--- config.mk ---
export PLATFORM = sky130hd
export DESIGN_NAME = rhp2_port_ctrl
export DESIGN_NICKNAME = d
export VERILOG_FILES = /design/src/rtl/rhp2_pkg.sv /design/src/rtl/rhp2_pin_sync.sv /design/src/rtl/rhp2_port_ctrl.sv
export SDC_FILE = /design/constraint.sdc
export NUM_CORES = 1
export LEC_CHECK = 0
export ABC_AREA = 1
export BUFFER_PORTS_ARGS = -buffer_cell sky130_fd_sc_hd__buf_2
export CORE_MARGIN = 4
export CORE_UTILIZATION = 45
export DETAILED_ROUTE_END_ITERATION = 12
export HOLD_SLACK_MARGIN = 0.02
export MAX_ROUTING_LAYER = met4
export PLACE_DENSITY_LB_ADDON = 0.05
export SLEW_MARGIN = 20
export SYNTH_ARGS = -nofsm -noshare
export SYNTH_HDL_FRONTEND = slang
export SYNTH_SLANG_ARGS = --single-unit
--- constraint.sdc ---
create_clock -name core_clk -period 1.5 [get_ports core_clk]
set_input_delay 0.075 -clock core_clk [delete_from_list [all_inputs] [get_ports core_clk]]
set_output_delay 0.075 -clock core_clk [all_outputs]
set_load 0.1 [all_outputs]
--- src/rtl/rhp2_pkg.sv ---
// constants shared by the root port two status and control block
package rhp2_pkg;
   // ----------------------------------------------------------------
   // register map (byte addresses, word aligned)
   // ----------------------------------------------------------------
   localparam logic [3:0] RHP2_ADDR_PORT = 4'h0;
   localparam logic [3:0] RHP2_ADDR_IRQ_STAT = 4'h4;
   localparam logic [3:0] RHP2_ADDR_IRQ_MASK = 4'h8;
   localparam logic [3:0] RHP2_ADDR_CONFIG = 4'hC;
   localparam int RHP2_ADDR_W = 4;

   // ----------------------------------------------------------------
   // port status and control field positions
   // ----------------------------------------------------------------
   localparam int RHP2_B_CONN = 0;
   localparam int RHP2_B_ENA = 1;
   localparam int RHP2_B_SUSP = 2;
   localparam int RHP2_B_OVC = 3;
   localparam int RHP2_B_RST = 4;
   localparam int RHP2_B_PWR = 8;
   localparam int RHP2_B_LSDA = 9;
   localparam int RHP2_B_CSC = 16;
   localparam int RHP2_B_ENABLE_CHANGE_FLAG = 17;
   localparam int RHP2_B_SUSPEND_CHANGE_FLAG = 18;
   localparam int RHP2_B_OVERCURRENT_CHANGE_FLAG = 19;
   localparam int RHP2_B_PORT_RESET_CHANGE_FLAG = 20;

   // interrupt status and mask layout
   localparam int RHP2_IRQ_W = 4;
   localparam int RHP2_I_CONN = 0;
   localparam int RHP2_I_ENA = 1;
   localparam int RHP2_I_SUSP = 2;
   localparam int RHP2_I_RST = 3;

   // config register: bit 0 marks a nonremovable device
   localparam int RHP2_C_NONREM = 0;

   localparam logic [31:0] RHP2_ZERO = 32'h0000_0000;
   localparam logic [RHP2_IRQ_W-1:0] RHP2_IRQ_NONE = 4'h0;

   // ----------------------------------------------------------------
   // timing
   // ----------------------------------------------------------------
   localparam int RHP2_CLK_NS = 8;
   localparam int RHP2_RESET_MS = 10;
   localparam int RHP2_RESUME_MS = 20;
   localparam int RHP2_LS_EOP_NS = 1334;
   localparam int RHP2_SYNC_MS = 3;
   localparam int RHP2_RESET_CYC = RHP2_RESET_MS * 1000000 / RHP2_CLK_NS;
   localparam int RHP2_RESUME_CYC = RHP2_RESUME_MS * 1000000 / RHP2_CLK_NS;
   localparam int RHP2_LS_EOP_CYC = (RHP2_LS_EOP_NS + RHP2_CLK_NS - 1) / RHP2_CLK_NS;
   localparam int RHP2_SYNC_CYC = RHP2_SYNC_MS * 1000000 / RHP2_CLK_NS;
   localparam int RHP2_CNT_W = 24;
   localparam logic [RHP2_CNT_W-1:0] RHP2_CNT_ZERO = 24'h00_0000;
   localparam logic [RHP2_CNT_W-1:0] RHP2_CNT_ONE = 24'h00_0001;

   // signalling sequencer states
   typedef enum logic [2:0]
   {
      RHP2_ST_IDLE = 3'b000,
      RHP2_ST_RESET = 3'b001,
      RHP2_ST_RESUME = 3'b010,
      RHP2_ST_LS_EOP = 3'b011,
      RHP2_ST_SYNC = 3'b100
   } rhp2_state_t;
endpackage

--- src/rtl/rhp2_pin_sync.sv ---
// three-stage pin synchroniser with agreement filter
`timescale 1ns/1ps
module rhp2_pin_sync
   import rhp2_pkg::*;
#(
   parameter int WIDTH = 2
)
(
   // clock and control
   input wire logic core_clk,
   input wire logic sys_rst,
   input wire logic clk_en,
   // pins and filtered result
   input wire logic [WIDTH-1:0] pin_async,
   output logic [WIDTH-1:0] pin_stable
);
   logic [WIDTH-1:0] s1_r;
   logic [WIDTH-1:0] s2_r;
   logic [WIDTH-1:0] s3_r;

   always_ff @(posedge core_clk)
   begin
      if (sys_rst)
      begin
         s1_r <= '0;
         s2_r <= '0;
         s3_r <= '0;
      end
      else if (clk_en)
      begin
         s1_r <= pin_async;
         s2_r <= s1_r;
         s3_r <= s2_r;
      end
   end

   // a change counts once stages two and three agree
   genvar i;
   generate
      for (i = 0; i < WIDTH; i++)
      begin : g_bit
         always_ff @(posedge core_clk)
         begin
            if (sys_rst)
               pin_stable[i] <= 1'b0;
            else if (clk_en && (s2_r[i] == s3_r[i]))
               pin_stable[i] <= s3_r[i];
         end
      end
   endgenerate
endmodule

--- src/rtl/rhp2_port_ctrl.sv ---
// root hub port two status and control with avalon-mm slave
//
// The register offsets and the Avalon-MM interface to the registers are this design's own decisions.
`timescale 1ns/1ps
module rhp2_port_ctrl
   import rhp2_pkg::*;
#(
   parameter int RESET_CYC = RHP2_RESET_CYC,
   parameter int RESUME_CYC = RHP2_RESUME_CYC,
   parameter int SYNC_CYC = RHP2_SYNC_CYC,
   parameter int LS_EOP_CYC = RHP2_LS_EOP_CYC
)
(
   // clock, reset, enable
   input wire logic core_clk,
   input wire logic sys_rst,
   input wire logic clk_en,
   // avalon-mm slave
   input wire logic [RHP2_ADDR_W-1:0] avs_address,
   input wire logic avs_read,
   input wire logic avs_write,
   input wire logic [31:0] avs_writedata,
   input wire logic [3:0] avs_byteenable,
   output logic [31:0] avs_readdata,
   output logic avs_waitrequest,
   // root hub reset request, same clock domain, level
   input wire logic root_hub_reset,
   // port pins
   input wire logic dev_connect_pin,
   input wire logic dev_low_speed_pin,
   output logic port_reset_drive,
   output logic port_suspend_state,
   output logic port_resume_drive,
   // interrupt
   output logic irq
);
   // ----------------------------------------------------------------
   // declarations
   // ----------------------------------------------------------------
   logic [1:0] pins_stable;
   logic conn_pin, ls_pin;
   logic ccs_r, pes_r, pss_r, prs_r, prs_d_r, pps_r, lsda_r;
   logic csc_r, enable_change_flag_r, suspend_change_flag_r, port_reset_change_flag_r, nonrem_r, hub_rst_d_r;
   logic [RHP2_IRQ_W-1:0] irq_stat_r, irq_mask_r, irq_evt;
   rhp2_state_t state_r;
   logic [RHP2_CNT_W-1:0] cnt_r;
   logic wr_go, wr_port, conn_evt, hub_rst_done, rst_done, resume_done;
   logic [31:0] wmask, wd, port_word;
   logic spr_hit, sps_hit, spe_hit, css_hit, no_conn_hit;

   // write bit decode, used for every w1 field of the port register
   function automatic logic wbit(input logic [31:0] data, input int pos);
      wbit = data[pos];
   endfunction

   // ----------------------------------------------------------------
   // pin synchroniser
   // ----------------------------------------------------------------
   rhp2_pin_sync #(
      .WIDTH(2)
   ) u_sync (
      .core_clk(core_clk),
      .sys_rst(sys_rst),
      .clk_en(clk_en),
      .pin_async({dev_low_speed_pin, dev_connect_pin}),
      .pin_stable(pins_stable)
   );
   assign conn_pin = pins_stable[0];
   assign ls_pin = pins_stable[1];

   // ----------------------------------------------------------------
   // bus handshake
   // ----------------------------------------------------------------
   // waitrequest drops for one cycle per request; the access commits there
   assign wr_go = avs_write && !avs_waitrequest;
   assign wmask = {{8{avs_byteenable[3]}}, {8{avs_byteenable[2]}},
                   {8{avs_byteenable[1]}}, {8{avs_byteenable[0]}}};
   assign wd = avs_writedata & wmask;
   assign wr_port = wr_go && (avs_address == RHP2_ADDR_PORT);
   always_ff @(posedge core_clk)
   begin
      if (sys_rst)
         avs_waitrequest <= 1'b1;
      else if (clk_en)
         avs_waitrequest <= !(avs_waitrequest && (avs_read || avs_write));
   end

   // port word as software sees it
   always_comb
   begin
      port_word = RHP2_ZERO;
      port_word[RHP2_B_CONN] = ccs_r;
      port_word[RHP2_B_ENA] = pes_r;
      port_word[RHP2_B_SUSP] = pss_r;
      port_word[RHP2_B_RST] = prs_r;
      port_word[RHP2_B_PWR] = pps_r;
      port_word[RHP2_B_LSDA] = lsda_r;
      port_word[RHP2_B_CSC] = csc_r;
      port_word[RHP2_B_ENABLE_CHANGE_FLAG] = enable_change_flag_r;
      port_word[RHP2_B_SUSPEND_CHANGE_FLAG] = suspend_change_flag_r;
      port_word[RHP2_B_OVERCURRENT_CHANGE_FLAG] = 1'b0;
      port_word[RHP2_B_PORT_RESET_CHANGE_FLAG] = port_reset_change_flag_r;
   end

   always_ff @(posedge core_clk)
   begin
      if (sys_rst)
         avs_readdata <= RHP2_ZERO;
      else if (clk_en && avs_read && avs_waitrequest)
      begin
         case (avs_address)
            RHP2_ADDR_PORT: avs_readdata <= port_word;
            RHP2_ADDR_IRQ_STAT: avs_readdata <= {28'h000_0000, irq_stat_r};
            RHP2_ADDR_IRQ_MASK: avs_readdata <= {28'h000_0000, irq_mask_r};
            RHP2_ADDR_CONFIG: avs_readdata <= {31'h0000_0000, nonrem_r};
            default: avs_readdata <= RHP2_ZERO;
         endcase
      end
   end

   // ----------------------------------------------------------------
   // software requests and sequencer events
   // ----------------------------------------------------------------
   assign spr_hit = wr_port && wbit(wd, RHP2_B_RST);
   assign sps_hit = wr_port && wbit(wd, RHP2_B_SUSP);
   assign spe_hit = wr_port && wbit(wd, RHP2_B_ENA);
   assign css_hit = wr_port && wbit(wd, RHP2_B_OVC);
   assign no_conn_hit = !ccs_r && (spr_hit || sps_hit || spe_hit);
   assign rst_done = (state_r == RHP2_ST_RESET) && (cnt_r == RHP2_CNT_ONE);
   assign resume_done = (state_r == RHP2_ST_SYNC) && (cnt_r == RHP2_CNT_ONE);
   assign hub_rst_done = hub_rst_d_r && !root_hub_reset;
   assign conn_evt = !nonrem_r && (conn_pin != ccs_r);

   // ----------------------------------------------------------------
   // signalling sequencer: reset, resume, eop, sync delay
   // ----------------------------------------------------------------
   always_ff @(posedge core_clk)
   begin
      if (sys_rst || root_hub_reset)
      begin
         state_r <= RHP2_ST_IDLE;
         cnt_r <= RHP2_CNT_ZERO;
      end
      else if (clk_en)
      begin
         case (state_r)
            RHP2_ST_IDLE:
            begin
               if (spr_hit && ccs_r)
               begin
                  state_r <= RHP2_ST_RESET;
                  cnt_r <= RHP2_CNT_W'(RESET_CYC);
               end
               else if (css_hit && pss_r)
               begin
                  state_r <= RHP2_ST_RESUME;
                  cnt_r <= RHP2_CNT_W'(RESUME_CYC);
               end
            end
            RHP2_ST_RESET, RHP2_ST_SYNC:
            begin
               if (cnt_r == RHP2_CNT_ONE)
                  state_r <= RHP2_ST_IDLE;
               cnt_r <= cnt_r - RHP2_CNT_ONE;
            end
            RHP2_ST_RESUME:
            begin
               if (cnt_r == RHP2_CNT_ONE)
               begin
                  state_r <= RHP2_ST_LS_EOP;
                  cnt_r <= RHP2_CNT_W'(LS_EOP_CYC);
               end
               else
                  cnt_r <= cnt_r - RHP2_CNT_ONE;
            end
            RHP2_ST_LS_EOP:
            begin
               if (cnt_r == RHP2_CNT_ONE)
               begin
                  state_r <= RHP2_ST_SYNC;
                  cnt_r <= RHP2_CNT_W'(SYNC_CYC);
               end
               else
                  cnt_r <= cnt_r - RHP2_CNT_ONE;
            end
            default:
            begin
               state_r <= RHP2_ST_IDLE;
               cnt_r <= RHP2_CNT_ZERO;
            end
         endcase
      end
   end

   // pin-facing outputs
   always_ff @(posedge core_clk)
   begin
      if (sys_rst)
      begin
         port_reset_drive <= 1'b0;
         port_resume_drive <= 1'b0;
         port_suspend_state <= 1'b0;
      end
      else if (clk_en)
      begin
         port_reset_drive <= prs_r;
         port_resume_drive <= (state_r == RHP2_ST_RESUME);
         port_suspend_state <= pss_r && (state_r == RHP2_ST_IDLE);
      end
   end

   // ----------------------------------------------------------------
   // port status bits
   // ----------------------------------------------------------------
   always_ff @(posedge core_clk)
   begin
      if (sys_rst)
      begin
         ccs_r <= 1'b0;
         lsda_r <= 1'b0;
         hub_rst_d_r <= 1'b0;
      end
      else if (clk_en)
      begin
         hub_rst_d_r <= root_hub_reset;
         if (nonrem_r)
            ccs_r <= hub_rst_done ? 1'b1 : ccs_r;
         else if (conn_evt)
            ccs_r <= conn_pin;
         lsda_r <= ls_pin && (nonrem_r ? ccs_r : conn_pin);
      end
   end
   always_ff @(posedge core_clk)
   begin
      if (sys_rst || root_hub_reset)
      begin
         pes_r <= 1'b0;
         pss_r <= 1'b0;
         prs_r <= 1'b0;
         prs_d_r <= 1'b0;
      end
      else if (clk_en)
      begin
         prs_d_r <= prs_r;
         // reset status set by software write
         if (spr_hit && ccs_r && (state_r == RHP2_ST_IDLE))
            prs_r <= 1'b1;
         else if (rst_done)
            prs_r <= 1'b0;
         if (conn_evt && !conn_pin)
            pes_r <= 1'b0;
         else if (rst_done || resume_done || (spe_hit && ccs_r))
            pes_r <= 1'b1;
         else if (wr_port && wbit(wd, RHP2_B_CONN))
            pes_r <= 1'b0;
         if (rst_done || resume_done || (conn_evt && !conn_pin))
            pss_r <= 1'b0;
         else if (sps_hit && ccs_r && pes_r)
            pss_r <= 1'b1;
      end
   end

   always_ff @(posedge core_clk)
   begin
      if (sys_rst)
         pps_r <= 1'b0;
      else if (clk_en && wr_port && (wbit(wd, RHP2_B_PWR) || wbit(wd, RHP2_B_LSDA)))
         pps_r <= wbit(wd, RHP2_B_PWR);
   end

   // ----------------------------------------------------------------
   // change flags, set wins over clear
   // ----------------------------------------------------------------
   always_ff @(posedge core_clk)
   begin
      if (sys_rst || root_hub_reset)
      begin
         csc_r <= 1'b0;
         enable_change_flag_r <= 1'b0;
         suspend_change_flag_r <= 1'b0;
         port_reset_change_flag_r <= 1'b0;
      end
      else if (clk_en)
      begin
         if (conn_evt || (nonrem_r && hub_rst_done) || no_conn_hit)
            csc_r <= 1'b1;
         else if (wr_port && wbit(wd, RHP2_B_CSC))
            csc_r <= 1'b0;
         if ((conn_evt && !conn_pin && pes_r) || (rst_done && !pes_r))
            enable_change_flag_r <= 1'b1;
         else if (wr_port && wbit(wd, RHP2_B_ENABLE_CHANGE_FLAG))
            enable_change_flag_r <= 1'b0;
         if (resume_done)
            suspend_change_flag_r <= 1'b1;
         else if (wr_port && wbit(wd, RHP2_B_SUSPEND_CHANGE_FLAG))
            suspend_change_flag_r <= 1'b0;
         if (prs_r != prs_d_r)
            port_reset_change_flag_r <= 1'b1;
         else if (wr_port && wbit(wd, RHP2_B_PORT_RESET_CHANGE_FLAG))
            port_reset_change_flag_r <= 1'b0;
      end
   end

   // ----------------------------------------------------------------
   // configuration and interrupts
   // ----------------------------------------------------------------
   always_ff @(posedge core_clk)
   begin
      if (sys_rst)
         nonrem_r <= 1'b0;
      else if (clk_en && wr_go && (avs_address == RHP2_ADDR_CONFIG))
         nonrem_r <= wd[RHP2_C_NONREM];
   end
   always_comb
   begin
      irq_evt = RHP2_IRQ_NONE;
      irq_evt[RHP2_I_CONN] = conn_evt || (nonrem_r && hub_rst_done) || no_conn_hit;
      irq_evt[RHP2_I_ENA] = (conn_evt && !conn_pin && pes_r) || (rst_done && !pes_r);
      irq_evt[RHP2_I_SUSP] = resume_done;
      irq_evt[RHP2_I_RST] = prs_r != prs_d_r;
   end

   always_ff @(posedge core_clk)
   begin
      if (sys_rst)
      begin
         irq_stat_r <= RHP2_IRQ_NONE;
         irq_mask_r <= RHP2_IRQ_NONE;
         irq <= 1'b0;
      end
      else if (clk_en)
      begin
         if (wr_go && (avs_address == RHP2_ADDR_IRQ_STAT))
            irq_stat_r <= (irq_stat_r & ~wd[RHP2_IRQ_W-1:0]) | irq_evt;
         else
            irq_stat_r <= irq_stat_r | irq_evt;
         if (wr_go && (avs_address == RHP2_ADDR_IRQ_MASK))
            irq_mask_r <= wd[RHP2_IRQ_W-1:0];
         irq <= |(irq_stat_r & irq_mask_r);
      end
   end
endmodule

# [Word level (Yosys, flattened, before mapping)]
# Index checks and enable logic that the tools add are counted.
[totals] regBits=93 input_bits=48 output_inout_bits=37 elab_cells=164
[classes] add_sub_neg=1 n_eq_ne=17 n_mux=32 bitwise=6 n_reduce_logical=80
[ops] cell="two-way mux 24 bit" n=4
[ops] cell="one-hot mux 24 bit (4 select lines)" n=1
[ops] cell="one-hot mux 21 bit (4 select lines)" n=1
[ops] cell="logical AND 1 bit" n=39
[ops] cell="== test 24 x 1 -> 1 bit (second input constant)" n=1
[ops] cell="subtractor 24 x 1 -> 24 bit (second input constant)" n=1
[ops] cell="AND 21 bit" n=1
[ops] cell="two-way mux 1 bit" n=19
[ops] cell="AND reduction 2 bit" n=9
[ops] cell="two-way mux 3 bit" n=5
[ops] cell="nonzero test 2 bit" n=7
[ops] cell="one-hot mux 3 bit (4 select lines)" n=1
[ops] cell="logical OR 1 bit" n=11
[ops] cell="AND 4 bit" n=2
[ops] cell="== test 4 bit (second input constant)" n=2
[ops] cell="bitwise OR 4 bit" n=2
[ops] cell="zero test 1 bit" n=7
[ops] cell="== test 3 x 2 -> 1 bit (second input constant)" n=2
[ops] cell="inequality test 2 bit (second input constant)" n=3
[ops] cell="AND reduction 5 bit" n=1
[ops] cell="== test 4 x 3 -> 1 bit (second input constant)" n=1
[ops] cell="zero test 4 bit" n=1
[ops] cell="two-way mux 4 bit" n=1
[ops] cell="inverter 4 bit" n=1
[ops] cell="other kinds (11)" n=13

# [Logic depth before layout (Yosys ltp)]
[logic_depth] depth_word=10 depth_mapped=12 mapped_depth_nobuf=12

# [By module]
# From an unflattened synthesis, not the netlist that was laid out.
[unflattened] cells_unflattened=599 hier_area_um2=4120.2
[modules_own_cells] mod="rhp2_port_ctrl" n_inst=1 cells_each=558 area_per_inst_um2=3798.6 seq_area_each_um2=1281.2
[modules_own_cells] mod="rhp2_pin_sync" n_inst=1 cells_each=41 area_per_inst_um2=321.6 seq_area_each_um2=160.2

# [Least setup slack after synthesis]
# Ideal clock, no wire load.
[synth_path] path_type="register -> register" from="reg avs_waitrequest" to="reg cnt_r[8]" setup_time_ns=0.133 t_arrival_ns=1.851 t_required_ns=1.367 setup_slack_ns=-0.485 path_stages_with_launch=11 n_path_buf=1 period_less_slack_ns=1.985 cell_sequence="dfxtp_1 inv_1 nand2_1 nor2_8 nand3_4 nand2_4 nand2_2 nand2_4 buf_8 nand2_1 a21oi_2"
[synth_via] elab_chain_cells=7 elab_cells_between_ends=11 classes_between="1 x eq/ne; 2 x mux; 8 x reduce/logical"
[synth_lines] item="start: declaration" line="rhp2_port_ctrl.sv:25" rtl="output logic avs_waitrequest,"
[synth_lines] item="start signal: assignment" line="rhp2_port_ctrl.sv:85" rtl="avs_waitrequest <= !(avs_waitrequest && (avs_read || avs_write));"
[synth_lines] item="zero test 1 bit (*)" line="rhp2_port_ctrl.sv:75" rtl="assign wr_go = avs_write && !avs_waitrequest;"
[synth_lines] item="logical AND 1 bit (*)" line="rhp2_port_ctrl.sv:75"
[synth_lines] item="logical AND 1 bit (*)" line="rhp2_port_ctrl.sv:79" rtl="assign wr_port = wr_go && (avs_address == RHP2_ADDR_PORT);"
[synth_lines] item="logical AND 1 bit (on tied branches)" line="rhp2_port_ctrl.sv:124, rhp2_port_ctrl.sv:127"
[synth_lines] item="logical AND 1 bit (on tied branches)" line="rhp2_port_ctrl.sv:149, rhp2_port_ctrl.sv:154"
[synth_lines] item="two-way mux 24 bit or inequality test 3 bit (tied branches)"
[synth_lines] item="one-hot mux 24 bit (4 select lines) or AND reduction 2 bit (tied branches)"
[synth_lines] item="end signal: assignment" line="rhp2_port_ctrl.sv:152" rtl="cnt_r <= RHP2_CNT_W'(RESET_CYC);"
[synth_lines] item="end signal: assignment" line="rhp2_port_ctrl.sv:157" rtl="cnt_r <= RHP2_CNT_W'(RESUME_CYC);"
[synth_lines] item="end signal: assignment" line="rhp2_port_ctrl.sv:164" rtl="cnt_r <= cnt_r - RHP2_CNT_ONE;"
[synth_lines] item="end: declaration" line="rhp2_port_ctrl.sv:46" rtl="logic [RHP2_CNT_W-1:0] cnt_r;"
# Mark *: on every way between the ends. The rest lies on a longest branch, timed or not.
# A chain may end at the register's enable or synchronous reset.

# [Worst setup path after layout]
[layout_path] from="reg cnt_r[1]" to="reg cnt_r[18]"
[layout_via] elab_chain_cells=3 elab_cells_between_ends=5 classes_between="1 x add/sub; 1 x eq/ne; 3 x mux"
[layout_lines] item="subtractor 24 x 1 -> 24 bit or == test 24 x 1 -> 1 bit (tied branches)"
[layout_lines] item="two-way mux 24 bit (on tied branches)" line="rhp2_port_ctrl.sv:178, rhp2_port_ctrl.sv:168"
[layout_lines] item="one-hot mux 24 bit (4 select lines) (*)" line="rhp2_port_ctrl.sv:146" rtl="case (state_r)"
# Marks and branches as above.

==> run metrics <==
unrepaired setup endpoints after global routing=true; fmax=around 630 MHz; clock buffer depth=2; Post-Route WL=roughly 13000 um; CP Launch Type=flip-flop; CP max FO=5; pin count of the biggest net entering global routing=24; #FFs+latches synth=72; Clk pin slew, worst setup/hold paths=0.09 ns; combinational share of power=a little over an eighth; clock share of power=38.3%; Worst Setup EP=cnt_r[18]$_SDFFE_PP0P_; initial antenna violation count=0; commonest non-fill, non-tap cells in the layout=nand2_1, buf_4, dfxtp_1; I/O Pins=between 80 and 90; Seq/Total Area, Yosys=34.59%; H-tree levels=3; maximum vdd ir drop=501.8 uV; reg-to-reg startpoint=cnt_r[1]$_SDFFE_PP0P_; count of final setup violators=28; asr flop ratio synth=0%; Crit path largest cell delay=0.36 ns; Die Ht=104.2 um; CP Buf/Inv Count=2; Area contributors post-synth=dfxtp_1, nand2_1, a21oi_1; row count=34; Post-synth top flop=dfxtp_1; Core Region=8848 um^2; Top delay family on crit path=simple AND/OR/NAND/NOR gates; leading area contributor after synthesis=dfxtp_1; Yosys top cell area share=between 30% and 40%; outcome=finished with violations; Tot Pwr=3.983 mW; data required time of the worst path=about 1.8 ns; synthesized instance count=617; Leakage Power=2.649 nW; routed len/inst=around 14 um; Starting Density=47.09%; grt ovf=0; Syn Area/Cell=6.753 um^2; total CTS buffers=9; Crit Path Class=flip-flop to flip-flop; first-pass GRT wire length=21050 um; sw power=1.318 mW; Initial DRC Count=158; most common cell after layout, fill and taps aside=nand2_1; Critical R2R Capture=cnt_r[18]$_SDFFE_PP0P_; Worst setup startpoint=cnt_r[1]$_SDFFE_PP0P_; Hold Fails Final Rpt=0; CP endpoint kind=flip-flop; maxcap violations=0; Hold Crit Class=input port to flip-flop; gr usage total=between 20% and 30%; CTS tree=built; P_int=2.665 mW; final antenna-violating net count=0; DR vias=4502; stages on the worst setup path=11; failing checks=negative setup slack; switch share=33.10%; WP data arrival=1.87 ns; DR pass1 iterations=4; Syn. warnings=0; pwr/cell area=686.7 nW/um^2; gpl congestion=0.9046; sequential share of power=between 40% and 50%; library cells used by synthesis=42; WHS Path Cells=4; Worst-Skew Late Latency=around 0.36 ns; DR DRC count=0; vias in the first global route=4456; fin crit share=105.7%; Tmin final=1.586 ns; Fin Hold WS=a little under 0.03 ns; Layout area overhead=39.22%; worst r2r path cells=11; DP HPWL=around 9000 um; Final nets=810; vias per cell=between 5 and 6; Slew Limit Fails=0; CTS sink cnt=72; Slowest-stage cell, CP=dfxtp_2; share of layout cells above drive strength 1=35.03%; Antenna diodes=0; R2R setup slack=-0.09 ns; CTS Root Cell=clkbuf_8; Die ar.=~11000 um^2; Die X=104.2 um; count of flip-flops with a built-in enable after synthesis=0; Worst Slack Setup Final=-0.08551 ns; clock skew=around 0.012 ns; PortBufs=41; CP Cell Sequence=inv_4, ha_4, nand3_1, nor2_2, nand3_4, buf_6, nor2_2, nor2_1, nand3_1, nand2_1, a21oi_1; synthesized area=about 4200 um^2
==> worst reg2reg max path, stage by stage, from the launching register on <==
cell,delay (ns)
dfxtp_2,0.36
inv_4,0.08
ha_4,0.15
nand3_1,0.09
nor2_2,0.16
nand3_4,0.14
buf_6,0.15
nor2_2,0.07
nor2_1,0.04
nand3_1,0.07
nand2_1,0.06
a21oi_1,0.13
==> cell families (layout without fill, tap and decap cells) <==
kind of cell / after synthesis / in the layout / share of synthesized area [%]
flip-flops: 72 / 72 / 34.59
XOR/XNOR: 15 / 15 / 3.153
AO/OA/AOI/OAI: 124 / 124 / 17.03
buffers and inverters: 96 / 224 / 11.26
adder cells (fa/ha/maj): 2 / 2 / 0.6005
other: 1 / 21 / 0.09000
AND/OR/NAND/NOR: 307 / 307 / 33.27
==> sequential cells by signal (all words and copies together), names as in the netlist, 2 cells and up <==
register	cells
irq_mask_r	4
u_sync.s3_r	2
u_sync.s1_r	2
irq_stat_r	4
state_r	3
u_sync.s2_r	2
avs_readdata	11
u_sync.pin_stable	2
cnt_r	24
==> worst min-delay path by stage <==
| stage | start | to |
|---|---|---|
| after floorplan | sys_rst | irq_stat_r[3]$_SDFFE_PP0P_ |
| after global placement | dev_connect_pin | u_sync.s1_r[0]$_SDFFE_PP0P_ |
| after detailed placement | dev_connect_pin | u_sync.s1_r[0]$_SDFFE_PP0P_ |
| after CTS | avs_byteenable[0] | irq_mask_r[0]$_SDFFE_PP0P_ |
| after global routing | avs_writedata[18] | suspend_change_flag_r$_SDFFE_PP0P_ |
| final | avs_writedata[18] | suspend_change_flag_r$_SDFFE_PP0P_ |
==> cell type report <==
class | instances | area (um^2)
clock inverter | 7 | 60.06
sequential | 72 | 1465
tap | 108 | 135.1
fill | 813 | 3048
inverter | 59 | 230.2
multi-input combinational | 469 | 2673
clock buffer | 9 | 123.9
timing repair buffer | 149 | 1114
==> layer usage <==
layer  up-vias  global-route usage [%]  share of wire (%)  wire length (um)
met3        40                   5.090                3.5               438
li1       2260                       -                  -                 -
met4         0                   12.06                3.9               493
met5         -                       -                  0                 0
met2       104                   41.36                 51              6367
met1      2098                   26.99                 42              5256
==> stage by stage <==
stage                     utilization, %  setup WS, ns  instance area [um^2]  setup TNS (ns)  cells
after floorplan                        -      0.004644                  4253               0    637
after global routing               65.55       -0.1992                  5801          -4.599    873
after global placement             56.49       -0.1886                  4999          -1.641    831
after detailed placement           56.49       -0.1669                  4999          -3.227    831
final                              65.55      -0.08551                  5801          -1.086    873
after CTS                          63.26      -0.04758                  5598         -0.3536    869
==> cells in the mapped netlist, drive strengths merged (3+ instances only) <==
library cell	instances
o211ai	4
buf	27
nand2b	3
xnor2	6
clkbuf	10
nor2	73
a22oi	8
inv	58
dfxtp	72
a21oi	59
nand2	173
nand4	8
o31ai	5
a31oi	3
o21ai	39
xor2	9
nand3	42
nor3	5
==> power by group through the flow <==
stage / Clock [mW] / Sequential, mW / Combinational, mW
floorplan: 0 / 2.02 / 0.385
global placement: 0 / 1.99 / 0.482
detailed placement: 0 / 1.99 / 0.485
CTS: 1.56 / 1.94 / 0.514
global route: 1.64 / 1.94 / 0.549
finish: 1.52 / 1.94 / 0.520
==> repair_timing <==
| action | in CTS | in global routing |
|---|---|---|
| cloned | 0 | 0 |
| hold endpoints to repair | 13 | 0 |
| pin swaps | 19 | 21 |
| resized for setup | 74 | 51 |
| hold buffers | 12 | 0 |
| buffers inserted | 10 | 4 |
| setup endpoints to repair | 38 | 41 |
No activity file was read; power rests on OpenSTA's default activity.
